===== config.mk =====
export PLATFORM = sky130hd
export DESIGN_NAME = mrf_framer
export DESIGN_NICKNAME = d
export VERILOG_FILES = /design/src/mrf_bin2dec.v /design/src/mrf_uart_tx.v /design/src/mrf_framer.v
export VERILOG_INCLUDE_DIRS = /design/src
export SDC_FILE = /design/constraint.sdc
export NUM_CORES = 1
export LEC_CHECK = 0
export ABC_AREA = 1
export BUFFER_PORTS_ARGS = -buffer_cell sky130_fd_sc_hd__buf_2
export CORE_MARGIN = 2
export CORE_UTILIZATION = 45
export CTS_CLUSTER_SIZE = 40
export DETAILED_ROUTE_END_ITERATION = 10
export SKIP_LAST_GASP = 1
export SYNTH_ARGS = -nofsm -noshare
export SYNTH_HDL_FRONTEND = slang
export SYNTH_SLANG_ARGS = --single-unit

===== constraint.sdc =====
create_clock -name clk -period 5.92 [get_ports clk]
set_clock_uncertainty 0.15 [all_clocks]
set_input_delay 0.296 -clock clk [delete_from_list [all_inputs] [get_ports clk]]
set_output_delay 0.296 -clock clk [all_outputs]
set_load 0.02 [all_outputs]

===== src/mrf_regs.vh =====
// Constants for the magnetometer reading framer: register offsets, field positions,
// reset values, frame bytes and timing counts.
// Assumes inclusion by bare name from the design files of the framer only.
`ifndef MRF_REGS_VH
`define MRF_REGS_VH

// ====================================================================
// Register map
`define MRF_ADDR_W        4
`define MRF_OFS_CTRL      4'h0
`define MRF_OFS_CMD       4'h4
`define MRF_OFS_STAT      4'h8

// Control register fields
`define MRF_CTRL_ASCII    0
`define MRF_CTRL_ZERO     1
`define MRF_CTRL_AVG      2
`define MRF_CTRL_AUTOSR   3
`define MRF_CTRL_STREAM   4
`define MRF_CTRL_HALFDUP  5
`define MRF_RST_ZERO      1'b0
`define MRF_RST_AVG       1'b0
`define MRF_RST_AUTOSR    1'b1
`define MRF_RST_STREAM    1'b1
`define MRF_RST_HALFDUP   1'b0

// Command register fields (write only, self clearing)
`define MRF_CMD_ASCII     0
`define MRF_CMD_BINARY    1
`define MRF_CMD_SINGLE    2

// Status register fields
`define MRF_STAT_BUSY     0
`define MRF_STAT_TXBUSY   1
`define MRF_STAT_SINGLE   2
`define MRF_STAT_CNT_LO   8

// ====================================================================
// Frame bytes
`define MRF_CR            8'h0D
`define MRF_SPACE         8'h20
`define MRF_MINUS         8'h2D
`define MRF_COMMA         8'h2C
`define MRF_ESC           8'h1B
`define MRF_DIGIT0        4'h3
`define MRF_VAL_PLAIN     8'h4F
`define MRF_VAL_ZERO      8'h50
`define MRF_VAL_SR        8'h53
`define MRF_VAL_SR_AVG    8'h56
`define MRF_VAL_SR_ZERO   8'h54
`define MRF_VAL_SR_BOTH   8'h57
`define MRF_BIN_LAST      5'h08
`define MRF_ASCII_LAST    5'h1B
`define MRF_FIELD_LAST    4'h8
`define MRF_AXIS_LAST     2'h2

// Output range, 1 gauss is 15000 counts
`define MRF_POS_LIMIT     16'h7530
`define MRF_NEG_LIMIT     16'h8AD0

// ====================================================================
// Timing
`define MRF_CLK_HZ        100000000
`define MRF_BAUD_BPS      19200
`define MRF_BAUD_DIV      (`MRF_CLK_HZ / `MRF_BAUD_BPS)
`define MRF_UART_BITS     4'hA
`define MRF_DEC_LAST      4'hE

`endif


===== src/mrf_bin2dec.v =====
// Sequential binary to decimal converter for axis magnitudes up to 30000.
// Assumes start is a one-cycle pulse given only while the converter is idle.
`timescale 1ns/1ps
`include "mrf_regs.vh"

module mrf_bin2dec (
	input  wire        clk,
	input  wire        rstn,
	input  wire        start,
	input  wire [14:0] mag,
	output reg         done,
	output reg  [19:0] digits
);

	reg  [14:0] shiftIn;
	reg  [3:0]  cnt;
	reg         run;
	wire [19:0] adj;

	// ====================================================================
	// Add three to every digit of five or more before each shift
	genvar g;
	generate
		for (g = 0; g < 5; g = g + 1) begin : gAdj
			assign adj[4*g+3:4*g] = (digits[4*g+3:4*g] >= 4'h5) ?
				digits[4*g+3:4*g] + 4'h3 : digits[4*g+3:4*g];
		end
	endgenerate

	always @(posedge clk or negedge rstn) begin
		if (!rstn) begin
			shiftIn <= 15'h0000;
			digits  <= 20'h0_0000;
			cnt     <= 4'h0;
			run     <= 1'b0;
			done    <= 1'b0;
		end else begin
			done <= 1'b0;
			if (start) begin
				shiftIn <= mag;
				digits  <= 20'h0_0000;
				cnt     <= 4'h0;
				run     <= 1'b1;
			end else if (run) begin
				digits  <= {adj[18:0], shiftIn[14]};
				shiftIn <= {shiftIn[13:0], 1'b0};
				cnt     <= cnt + 4'h1;
				if (cnt == `MRF_DEC_LAST) begin
					run  <= 1'b0;
					done <= 1'b1;
				end
			end
		end
	end

endmodule // mrf_bin2dec


===== src/mrf_uart_tx.v =====
// Byte transmitter, 8 data bits, no parity, one stop bit, LSB first.
// Assumes baudTick is a one-cycle pulse at the bit rate and start comes only while idle.
`timescale 1ns/1ps
`include "mrf_regs.vh"

module mrf_uart_tx (
	input  wire       clk,
	input  wire       rstn,
	input  wire       baudTick,
	input  wire       start,
	input  wire [7:0] data,
	output reg        busy,
	output reg        txd
);

	reg [9:0] shiftOut;
	reg [3:0] bitCnt;

	// Bits leave on baud ticks only, so the start bit may begin up to one bit time late
	always @(posedge clk or negedge rstn) begin
		if (!rstn) begin
			shiftOut <= 10'h3FF;
			bitCnt   <= 4'h0;
			busy     <= 1'b0;
			txd      <= 1'b1;
		end else if (start && !busy) begin
			shiftOut <= {1'b1, data, 1'b0};
			bitCnt   <= 4'h0;
			busy     <= 1'b1;
		end else if (busy && baudTick) begin
			if (bitCnt == `MRF_UART_BITS) begin
				busy <= 1'b0;
			end else begin
				txd      <= shiftOut[0];
				shiftOut <= {1'b1, shiftOut[9:1]};
				bitCnt   <= bitCnt + 4'h1;
			end
		end
	end

endmodule // mrf_uart_tx


===== src/mrf_framer.v =====
// Magnetometer reading framer: takes one three-axis reading and sends it as a binary
// or ASCII decimal frame on a serial line, with a register port for control.
// Assumes readings arrive already scaled to counts, and received bytes arrive decoded
// by a receiver outside this block, all synchronous to clk.
//
// The placing of the registers and the address-and-strobe port were decided locally.
`timescale 1ns/1ps
`include "mrf_regs.vh"

// Behaviour
// - Each axis is held as a signed 16-bit count before framing.
// - Select-ASCII and select-binary commands switch the output framing.
// - Binary frame: x hi, x lo, y, z, validity, checksum, CR; nine bytes.
// - Checksum is ones complement of six axis bytes plus validity.
// - Every frame ends with carriage return 0D.
// - One gauss is 15000 counts; output clamped to plus or minus 30000.
// - Auto set/reset off: validity 4F, or 50 with zero-reading on.
// - Auto set/reset on: validity 53, 56, 54 or 57 by zero and averaging.
// - ASCII frame: per axis sign, two digits, separator, three digits, two spaces; CR.
// - Sign character is minus for negative, space otherwise.
// - Separator is comma when leading two digits not both zero, else space.
// - Digits are ASCII decimal; leading zeros in first three places become spaces.
// - Full-duplex line: sending and receiving overlap freely.
// - Half-duplex line: only one party drives at a time.
// - Half-duplex: escape stops continuous output only when not transmitting.
module mrf_framer #(
	parameter BAUD_DIV = `MRF_BAUD_DIV
) (
	input  wire        clk,
	input  wire        rstn,
	input  wire [3:0]  regAddr,
	input  wire [31:0] regWdata,
	input  wire        regWr,
	input  wire        regRd,
	output reg  [31:0] regRdata,
	input  wire        sampleValid,
	input  wire [15:0] sampleX,
	input  wire [15:0] sampleY,
	input  wire [15:0] sampleZ,
	output wire        sampleReady,
	input  wire        rxValid,
	input  wire [7:0]  rxData,
	output wire        txd,
	output wire        txOe
);

	localparam ST_IDLE  = 3'd0;
	localparam ST_CONV  = 3'd1;
	localparam ST_CWAIT = 3'd2;
	localparam ST_SEND  = 3'd3;
	localparam ST_SWAIT = 3'd4;

	// ====================================================================
	// Control state
	reg        asciiMode;
	reg        zeroOn;
	reg        avgOn;
	reg        autoSr;
	reg        streamOn;
	reg        halfDup;
	reg        singlePend;
	reg  [7:0] frameCount;

	reg  [2:0] state;
	reg        frameAscii;
	reg  [4:0] byteIdx;
	reg  [3:0] posIdx;
	reg  [1:0] axisIdx;
	reg [15:0] axX;
	reg [15:0] axY;
	reg [15:0] axZ;
	reg  [7:0] validity;
	reg  [7:0] checksum;
	reg [19:0] digs [0:2];
	reg [15:0] baudCnt;
	reg        baudTick;

	wire        txBusy;
	wire        convDone;
	wire [19:0] convDigits;
	wire        ctrlWr = regWr && (regAddr == `MRF_OFS_CTRL);
	wire        cmdWr  = regWr && (regAddr == `MRF_OFS_CMD);
	wire        accept = sampleValid && sampleReady;
	wire        escHit = rxValid && (rxData == `MRF_ESC) && !(halfDup && txBusy);
	wire        txStart = (state == ST_SEND) && !txBusy;
	wire        lastByte = frameAscii ? (byteIdx == `MRF_ASCII_LAST) : (byteIdx == `MRF_BIN_LAST);

	assign sampleReady = (state == ST_IDLE) && (streamOn || singlePend);
	assign txOe        = halfDup ? txBusy : 1'b1;

	// ====================================================================
	// Reading preparation
	function [15:0] clampAxis;
		input [15:0] v;
		begin
			if (!v[15] && (v > `MRF_POS_LIMIT))
				clampAxis = `MRF_POS_LIMIT;
			else if (v[15] && (v < `MRF_NEG_LIMIT))
				clampAxis = `MRF_NEG_LIMIT;
			else
				clampAxis = v;
		end
	endfunction

	wire [15:0] inX = clampAxis(sampleX);
	wire [15:0] inY = clampAxis(sampleY);
	wire [15:0] inZ = clampAxis(sampleZ);

	reg [7:0] nextValidity;
	always @* begin
		if (!autoSr) begin
			nextValidity = zeroOn ? `MRF_VAL_ZERO : `MRF_VAL_PLAIN;
		end else begin
			case ({zeroOn, avgOn})
				2'b00:   nextValidity = `MRF_VAL_SR;
				2'b01:   nextValidity = `MRF_VAL_SR_AVG;
				2'b10:   nextValidity = `MRF_VAL_SR_ZERO;
				default: nextValidity = `MRF_VAL_SR_BOTH;
			endcase
		end
	end

	// Carries drop out because every term and the sum are eight bits wide
	wire [7:0] byteSum = inX[15:8] + inX[7:0] + inY[15:8] + inY[7:0] +
		inZ[15:8] + inZ[7:0] + nextValidity;
	wire [7:0] nextChecksum = ~byteSum;

	// ====================================================================
	// Decimal conversion of the selected axis magnitude
	reg [15:0] curAxis;
	always @* begin
		case (axisIdx)
			2'd0:    curAxis = axX;
			2'd1:    curAxis = axY;
			default: curAxis = axZ;
		endcase
	end

	wire [15:0] negAxis = 16'h0000 - curAxis;
	wire [14:0] curMag  = curAxis[15] ? negAxis[14:0] : curAxis[14:0];

	mrf_bin2dec uDec (
		.clk    (clk),
		.rstn   (rstn),
		.start  (state == ST_CONV),
		.mag    (curMag),
		.done   (convDone),
		.digits (convDigits)
	);

	// ====================================================================
	// Byte selection
	wire [19:0] d     = digs[axisIdx];
	wire        lead1 = (d[19:16] == 4'h0);
	wire        lead2 = lead1 && (d[15:12] == 4'h0);
	wire        lead3 = lead2 && (d[11:8] == 4'h0);

	reg [15:0] binAxis;
	always @* begin
		case (byteIdx[2:1])
			2'd0:    binAxis = axX;
			2'd1:    binAxis = axY;
			default: binAxis = axZ;
		endcase
	end

	reg [7:0] curByte;
	always @* begin
		curByte = `MRF_CR;
		if (!frameAscii) begin
			if (byteIdx < 5'h06)
				curByte = byteIdx[0] ? binAxis[7:0] : binAxis[15:8];
			else if (byteIdx == 5'h06)
				curByte = validity;
			else if (byteIdx == 5'h07)
				curByte = checksum;
			else
				curByte = `MRF_CR;
		end else if (byteIdx == `MRF_ASCII_LAST) begin
			curByte = `MRF_CR;
		end else begin
			case (posIdx)
				4'h0:    curByte = curAxis[15] ? `MRF_MINUS : `MRF_SPACE;
				4'h1:    curByte = lead1 ? `MRF_SPACE : {`MRF_DIGIT0, d[19:16]};
				4'h2:    curByte = lead2 ? `MRF_SPACE : {`MRF_DIGIT0, d[15:12]};
				4'h3:    curByte = lead2 ? `MRF_SPACE : `MRF_COMMA;
				4'h4:    curByte = lead3 ? `MRF_SPACE : {`MRF_DIGIT0, d[11:8]};
				4'h5:    curByte = {`MRF_DIGIT0, d[7:4]};
				4'h6:    curByte = {`MRF_DIGIT0, d[3:0]};
				default: curByte = `MRF_SPACE;
			endcase
		end
	end

	// ====================================================================
	// Serial output
	always @(posedge clk or negedge rstn) begin
		if (!rstn) begin
			baudCnt  <= 16'h0000;
			baudTick <= 1'b0;
		end else if (baudCnt == BAUD_DIV[15:0] - 16'h0001) begin
			baudCnt  <= 16'h0000;
			baudTick <= 1'b1;
		end else begin
			baudCnt  <= baudCnt + 16'h0001;
			baudTick <= 1'b0;
		end
	end

	mrf_uart_tx uTx (
		.clk      (clk),
		.rstn     (rstn),
		.baudTick (baudTick),
		.start    (txStart),
		.data     (curByte),
		.busy     (txBusy),
		.txd      (txd)
	);

	// ====================================================================
	// Control registers
	always @(posedge clk or negedge rstn) begin
		if (!rstn) begin
			asciiMode  <= 1'b0;
			zeroOn     <= `MRF_RST_ZERO;
			avgOn      <= `MRF_RST_AVG;
			autoSr     <= `MRF_RST_AUTOSR;
			streamOn   <= `MRF_RST_STREAM;
			halfDup    <= `MRF_RST_HALFDUP;
			singlePend <= 1'b0;
		end else begin
			if (cmdWr && regWdata[`MRF_CMD_ASCII])
				asciiMode <= 1'b1;
			else if (cmdWr && regWdata[`MRF_CMD_BINARY])
				asciiMode <= 1'b0;
			if (ctrlWr) begin
				zeroOn  <= regWdata[`MRF_CTRL_ZERO];
				avgOn   <= regWdata[`MRF_CTRL_AVG];
				autoSr  <= regWdata[`MRF_CTRL_AUTOSR];
				halfDup <= regWdata[`MRF_CTRL_HALFDUP];
			end
			// A software write in the same cycle as an escape is the later intent
			if (ctrlWr)
				streamOn <= regWdata[`MRF_CTRL_STREAM];
			else if (escHit)
				streamOn <= 1'b0;
			if (cmdWr && regWdata[`MRF_CMD_SINGLE])
				singlePend <= 1'b1;
			else if (accept || escHit)
				singlePend <= 1'b0;
		end
	end

	// ====================================================================
	// Frame sequencer
	always @(posedge clk or negedge rstn) begin
		if (!rstn) begin
			state      <= ST_IDLE;
			frameAscii <= 1'b0;
			byteIdx    <= 5'h00;
			posIdx     <= 4'h0;
			axisIdx    <= 2'h0;
			axX        <= 16'h0000;
			axY        <= 16'h0000;
			axZ        <= 16'h0000;
			validity   <= 8'h00;
			checksum   <= 8'h00;
			frameCount <= 8'h00;
			digs[0]    <= 20'h0_0000;
			digs[1]    <= 20'h0_0000;
			digs[2]    <= 20'h0_0000;
		end else begin
			case (state)
				ST_IDLE: begin
					if (accept) begin
						// Mode is sampled per frame so a command never splits a frame
						frameAscii <= asciiMode;
						axX        <= inX;
						axY        <= inY;
						axZ        <= inZ;
						validity   <= nextValidity;
						checksum   <= nextChecksum;
						byteIdx    <= 5'h00;
						posIdx     <= 4'h0;
						axisIdx    <= 2'h0;
						state      <= asciiMode ? ST_CONV : ST_SEND;
					end
				end
				ST_CONV: begin
					state <= ST_CWAIT;
				end
				ST_CWAIT: begin
					if (convDone) begin
						digs[axisIdx] <= convDigits;
						if (axisIdx == `MRF_AXIS_LAST) begin
							axisIdx <= 2'h0;
							state   <= ST_SEND;
						end else begin
							axisIdx <= axisIdx + 2'h1;
							state   <= ST_CONV;
						end
					end
				end
				ST_SEND: begin
					if (!txBusy)
						state <= ST_SWAIT;
				end
				ST_SWAIT: begin
					if (!txBusy) begin
						if (lastByte) begin
							frameCount <= frameCount + 8'h01;
							state      <= ST_IDLE;
						end else begin
							byteIdx <= byteIdx + 5'h01;
							if (posIdx == `MRF_FIELD_LAST) begin
								posIdx  <= 4'h0;
								axisIdx <= axisIdx + 2'h1;
							end else begin
								posIdx <= posIdx + 4'h1;
							end
							state <= ST_SEND;
						end
					end
				end
				default: begin
					state <= ST_IDLE;
				end
			endcase
		end
	end

	// ====================================================================
	// Register read port, data valid one cycle after the strobe
	always @(posedge clk or negedge rstn) begin
		if (!rstn) begin
			regRdata <= 32'h0000_0000;
		end else if (regRd) begin
			regRdata <= 32'h0000_0000;
			case (regAddr)
				`MRF_OFS_CTRL: begin
					regRdata[`MRF_CTRL_ASCII]   <= asciiMode;
					regRdata[`MRF_CTRL_ZERO]    <= zeroOn;
					regRdata[`MRF_CTRL_AVG]     <= avgOn;
					regRdata[`MRF_CTRL_AUTOSR]  <= autoSr;
					regRdata[`MRF_CTRL_STREAM]  <= streamOn;
					regRdata[`MRF_CTRL_HALFDUP] <= halfDup;
				end
				`MRF_OFS_STAT: begin
					regRdata[`MRF_STAT_BUSY]   <= (state != ST_IDLE);
					regRdata[`MRF_STAT_TXBUSY] <= txBusy;
					regRdata[`MRF_STAT_SINGLE] <= singlePend;
					regRdata[`MRF_STAT_CNT_LO+7:`MRF_STAT_CNT_LO] <= frameCount;
				end
				default: begin
					regRdata <= 32'h0000_0000;
				end
			endcase
		end else begin
			regRdata <= 32'h0000_0000;
		end
	end

endmodule // mrf_framer


==> flow_summary.ini <==
[global_routing]
grt_usage = 0.2259
overflow = 0
grt_pass1_wl_mm = 60.85
grt_max_degree = 187
antenna_found_initial = 0
grt_pass1_vias = 11676

[sta]
rsz0062_at_grt = no
post-route-period-util = 0.9078
worstMarginPinSlew_ns = 1.051
hold_viol_final = 0
setup_tns_ns = 0
max_slew_margin = 0.2984
final_max_slew_viol_count = 0
finalCriticalPeriod_ns = 5.374
finalWorstSetupSlack_ns = 0.5456
fmax_mhz = 186.1
finalSetupViolCount = 0

[clocking]
cts_tree = done
cts_max_level = 1
cts_buffer_depth = 3
numCtsBuffers = 28
clkLatencyLatePin_ns = 0.55
cts_sinks = 239
clk_pin_slew_ns = 0.06
root_buffer = clkbuf_16

[pwr]
total_power_w = 0.004173
p_sw_frac = 0.2850
power.share.clock = 0.405
seqPwrFrac = 0.396
p_switching_w = 0.001189
peakVddDrop_uv = 464.3
pwr-share-comb = 0.199
pwr_density_cell_nw_per_um2 = 260.7
power.leakage_nw = 8.003
p_int_w = 0.002984

[drt]
wl_met3_mm = 1.486
dr_total_vias = 12087
drt_iter0_markers = 742
routed_via_density = 5.192
topRoutingLayerUsed = met4
wl_per_cell_um = 15.66
met2WireLength_mm = 16.94
ant_nets = 0
drt_first_pass_iters = 7
wl_met1_mm = 17.24
drt-total-wl_mm = 36.45
drc_errors = 0

[setup_path]
arrival_ns = 5.60
cp-end-kind = flip-flop
crit_start = sampleX[13]
timing.rr.end = uDec.shiftIn[14]
worstReg2RegStart = axisIdx[1]
reg2regPathDepth = 14
critPathMaxFanout = 9
setup.worst_path.class = in2reg
r2r_slack_ns = 2.59
start_kind = input pin
required_ns = 6.15

[outcome]
status = finished, final reports clean

[min_path]
min_path_cells = 5
holdPathEnd = axZ[7]
hp-class = in2reg
hp-start = sampleZ[7]

[synth]
mappedNetlistArea_um2 = 14080
avgSynthCellArea_um2 = 7.790
netlist_instances = 1808
synth_area_leaders = dfrtp_1 (40%), nand2_1 (11%), o21ai_0 (7.0%), inv_1 (6.7%), fa_1 (4.3%)
ys_seq_area_frac = 0.4257
synth_top_area_share = 0.4033
ys_ff_latch = 239
yosysTopAreaCell = dfrtp_1
yosys.cell_types.count = 55
ys_warn_count = 0

[floorplanning]
rows = 64
io_pins = 133
coreArea_um2 = 30670
die_w_um = 180.9
fp.dieH_um = 180.9
die-area_um2 = 32730
initial_core_util = 0.4592

[cells_and_area]
final-seq-area_um2 = 5996
fill_cells = 2959
layout.nets = 2078
final_util = 0.5219
multi_input_area_um2 = 6736
drive_gt1_frac = 0.1051
syn_to_final_growth_pct = 13.65
num_antenna_cells = 0

[placed_design]
place_congestion = 0.8794
place.port_buffers = 88
dp_hpwl_mm = 25.97
preCtsSetupSlack_ns = 0.5012

[run]
drv_cap = 0
## synthesized netlist by cell type, drive strengths merged
master	instances
a22oi	4
dfstp	12
a21oi	75
nor2	151
nand2	422
clkbuf	38
xor2	19
a221oi	1
ha	40
nand4	13
o21a	1
o311ai	1
o22ai	40
a21o	1
buf	41
a311oi	1
a31oi	7
or2	14
nor4	7
and2	1
fa	30
clkinv	5
o211ai	16
o221ai	14
o21ai	200
a211oi	1
nor3b	5
nand3b	7
o32ai	3
o31ai	3
dfrtp	227
nor3	23
and3	3
o21bai	5
xnor2	7
conb	1
nand3	110
inv	259
## per-stage QoR
step | hold slack (ns) | instance area (um^2) | std cells
6_report | 0.03097 | 16010 | 2328
3_3_place_gp | 0.1058 | 14800 | 2245
5_1_grt | 0.04695 | 16010 | 2328
3_5_place_dp | 0.1103 | 14800 | 2245
4_1_cts | 0.01287 | 16010 | 2328
2_1_floorplan | -0.1496 | 14150 | 1825
## sequential cells by signal, summed over array words and instances (netlist names), 3 cells and up
name          count
uDec.shiftIn     15
byteIdx           5
frameCount        8
validity          6
uTx.shiftOut      9
digs             60
regRdata         14
posIdx            4
baudCnt          16
uDec.digits      20
uTx.bitCnt        4
axY              16
axX              16
state             3
axZ              16
checksum          8
uDec.cnt          4
## kinds of logic (layout without fill, tap and decap cells)
kind of cell	after synthesis	count (layout)	synth area share
AOI/OAI and AO/OA	373	373	0.1484
xor gates and xnor gates	26	26	0.01617
adders and majority gates	70	70	0.07818
buffers and inverters	343	450	0.1006
DFF	239	239	0.4257
other	1	18	0.0002663
and+or+nand+nor	756	756	0.2307
## cells in the final DEF, fill, tap and decap left out, types with 12 or more instances in the layout
master         Yosys  layout
a21oi_1           73      73
buf_2             15      87
buf_4             20      14
clkbuf_1          38      13
clkbuf_16          0      29
conb_1             1      18
dfrtp_1          227     227
dfstp_2           12      12
dlygate4sd3_1      0      31
fa_1              30      30
ha_1              40      40
inv_1            253     253
nand2_1          416     416
nand3_1          109     109
nand4_1           13      13
nor2_1           142     142
nor3_1            19      19
o211ai_1          16      16
o21ai_0          196     196
o221ai_1          14      14
o22ai_1           40      40
or2_2             14      14
xor2_1            19      19
## metal layers
metal | GRT usage | up-vias
met3 | 0.02439 | 57
met1 | 0.3264 | 5722
met4 | 0.04871 | 0
met2 | 0.3675 | 263
met5 | 0 | -
li1 | - | 6045
## power groups by stage
stage          Clock, W  Combinational, W  Sequential, W
3_3_place_gp          0          0.000820        0.00168
6_report        0.00169          0.000829        0.00165
3_5_place_dp          0          0.000828        0.00168
5_1_grt         0.00179          0.000975        0.00165
4_1_cts         0.00172          0.000849        0.00165
2_1_floorplan         0          0.000591        0.00168
## critical path, cell delays in order
cell           delay [ns]
dlygate4sd3_1        0.53
buf_2                0.16
or2_2                0.29
nor2_1               0.12
nand3_1              0.16
inv_1                0.23
o21ai_0              0.27
fa_1                 0.49
fa_1                 0.52
fa_1                 0.55
inv_1                0.05
fa_1                 0.49
inv_1                0.04
ha_1                 0.35
nand2_1              0.09
nand2_1              0.04
a31oi_1              0.18
nor2_1               0.07
or2_2                0.28
a21oi_1              0.15
xnor2_1              0.13
o21ai_0              0.09
## worst max-delay path by stage
| stage | endpoint | slack [ns] | cells past startpoint |
|---|---|---|---|
| after global placement | checksum[6] | 0.51 | 23 |
| after global routing | checksum[6] | 0.18 | 26 |
| final | checksum[6] | 0.55 | 22 |
| after floorplan | checksum[6] | 1.06 | 22 |
| after CTS | checksum[6] | 0.55 | 26 |
| after detailed placement | checksum[6] | 0.50 | 23 |
## layout make-up
class                   instances  share of cell area
clock buffers                  47             0.05269
flip-flops and latches        239              0.3746
multi-input cells            1243              0.4209
inverters                     264             0.06223
repair buffers                134             0.05535
clock inverters                 5            0.003283
well taps                     396             0.03096
## repair_timing
action / in CTS / in global routing
buffers inserted: 0 / 0
hold buffers: 31 / 0
hold endpoints to repair: 81 / 0
resized for setup: 0 / 0
(Power assumes the default switching activity.)
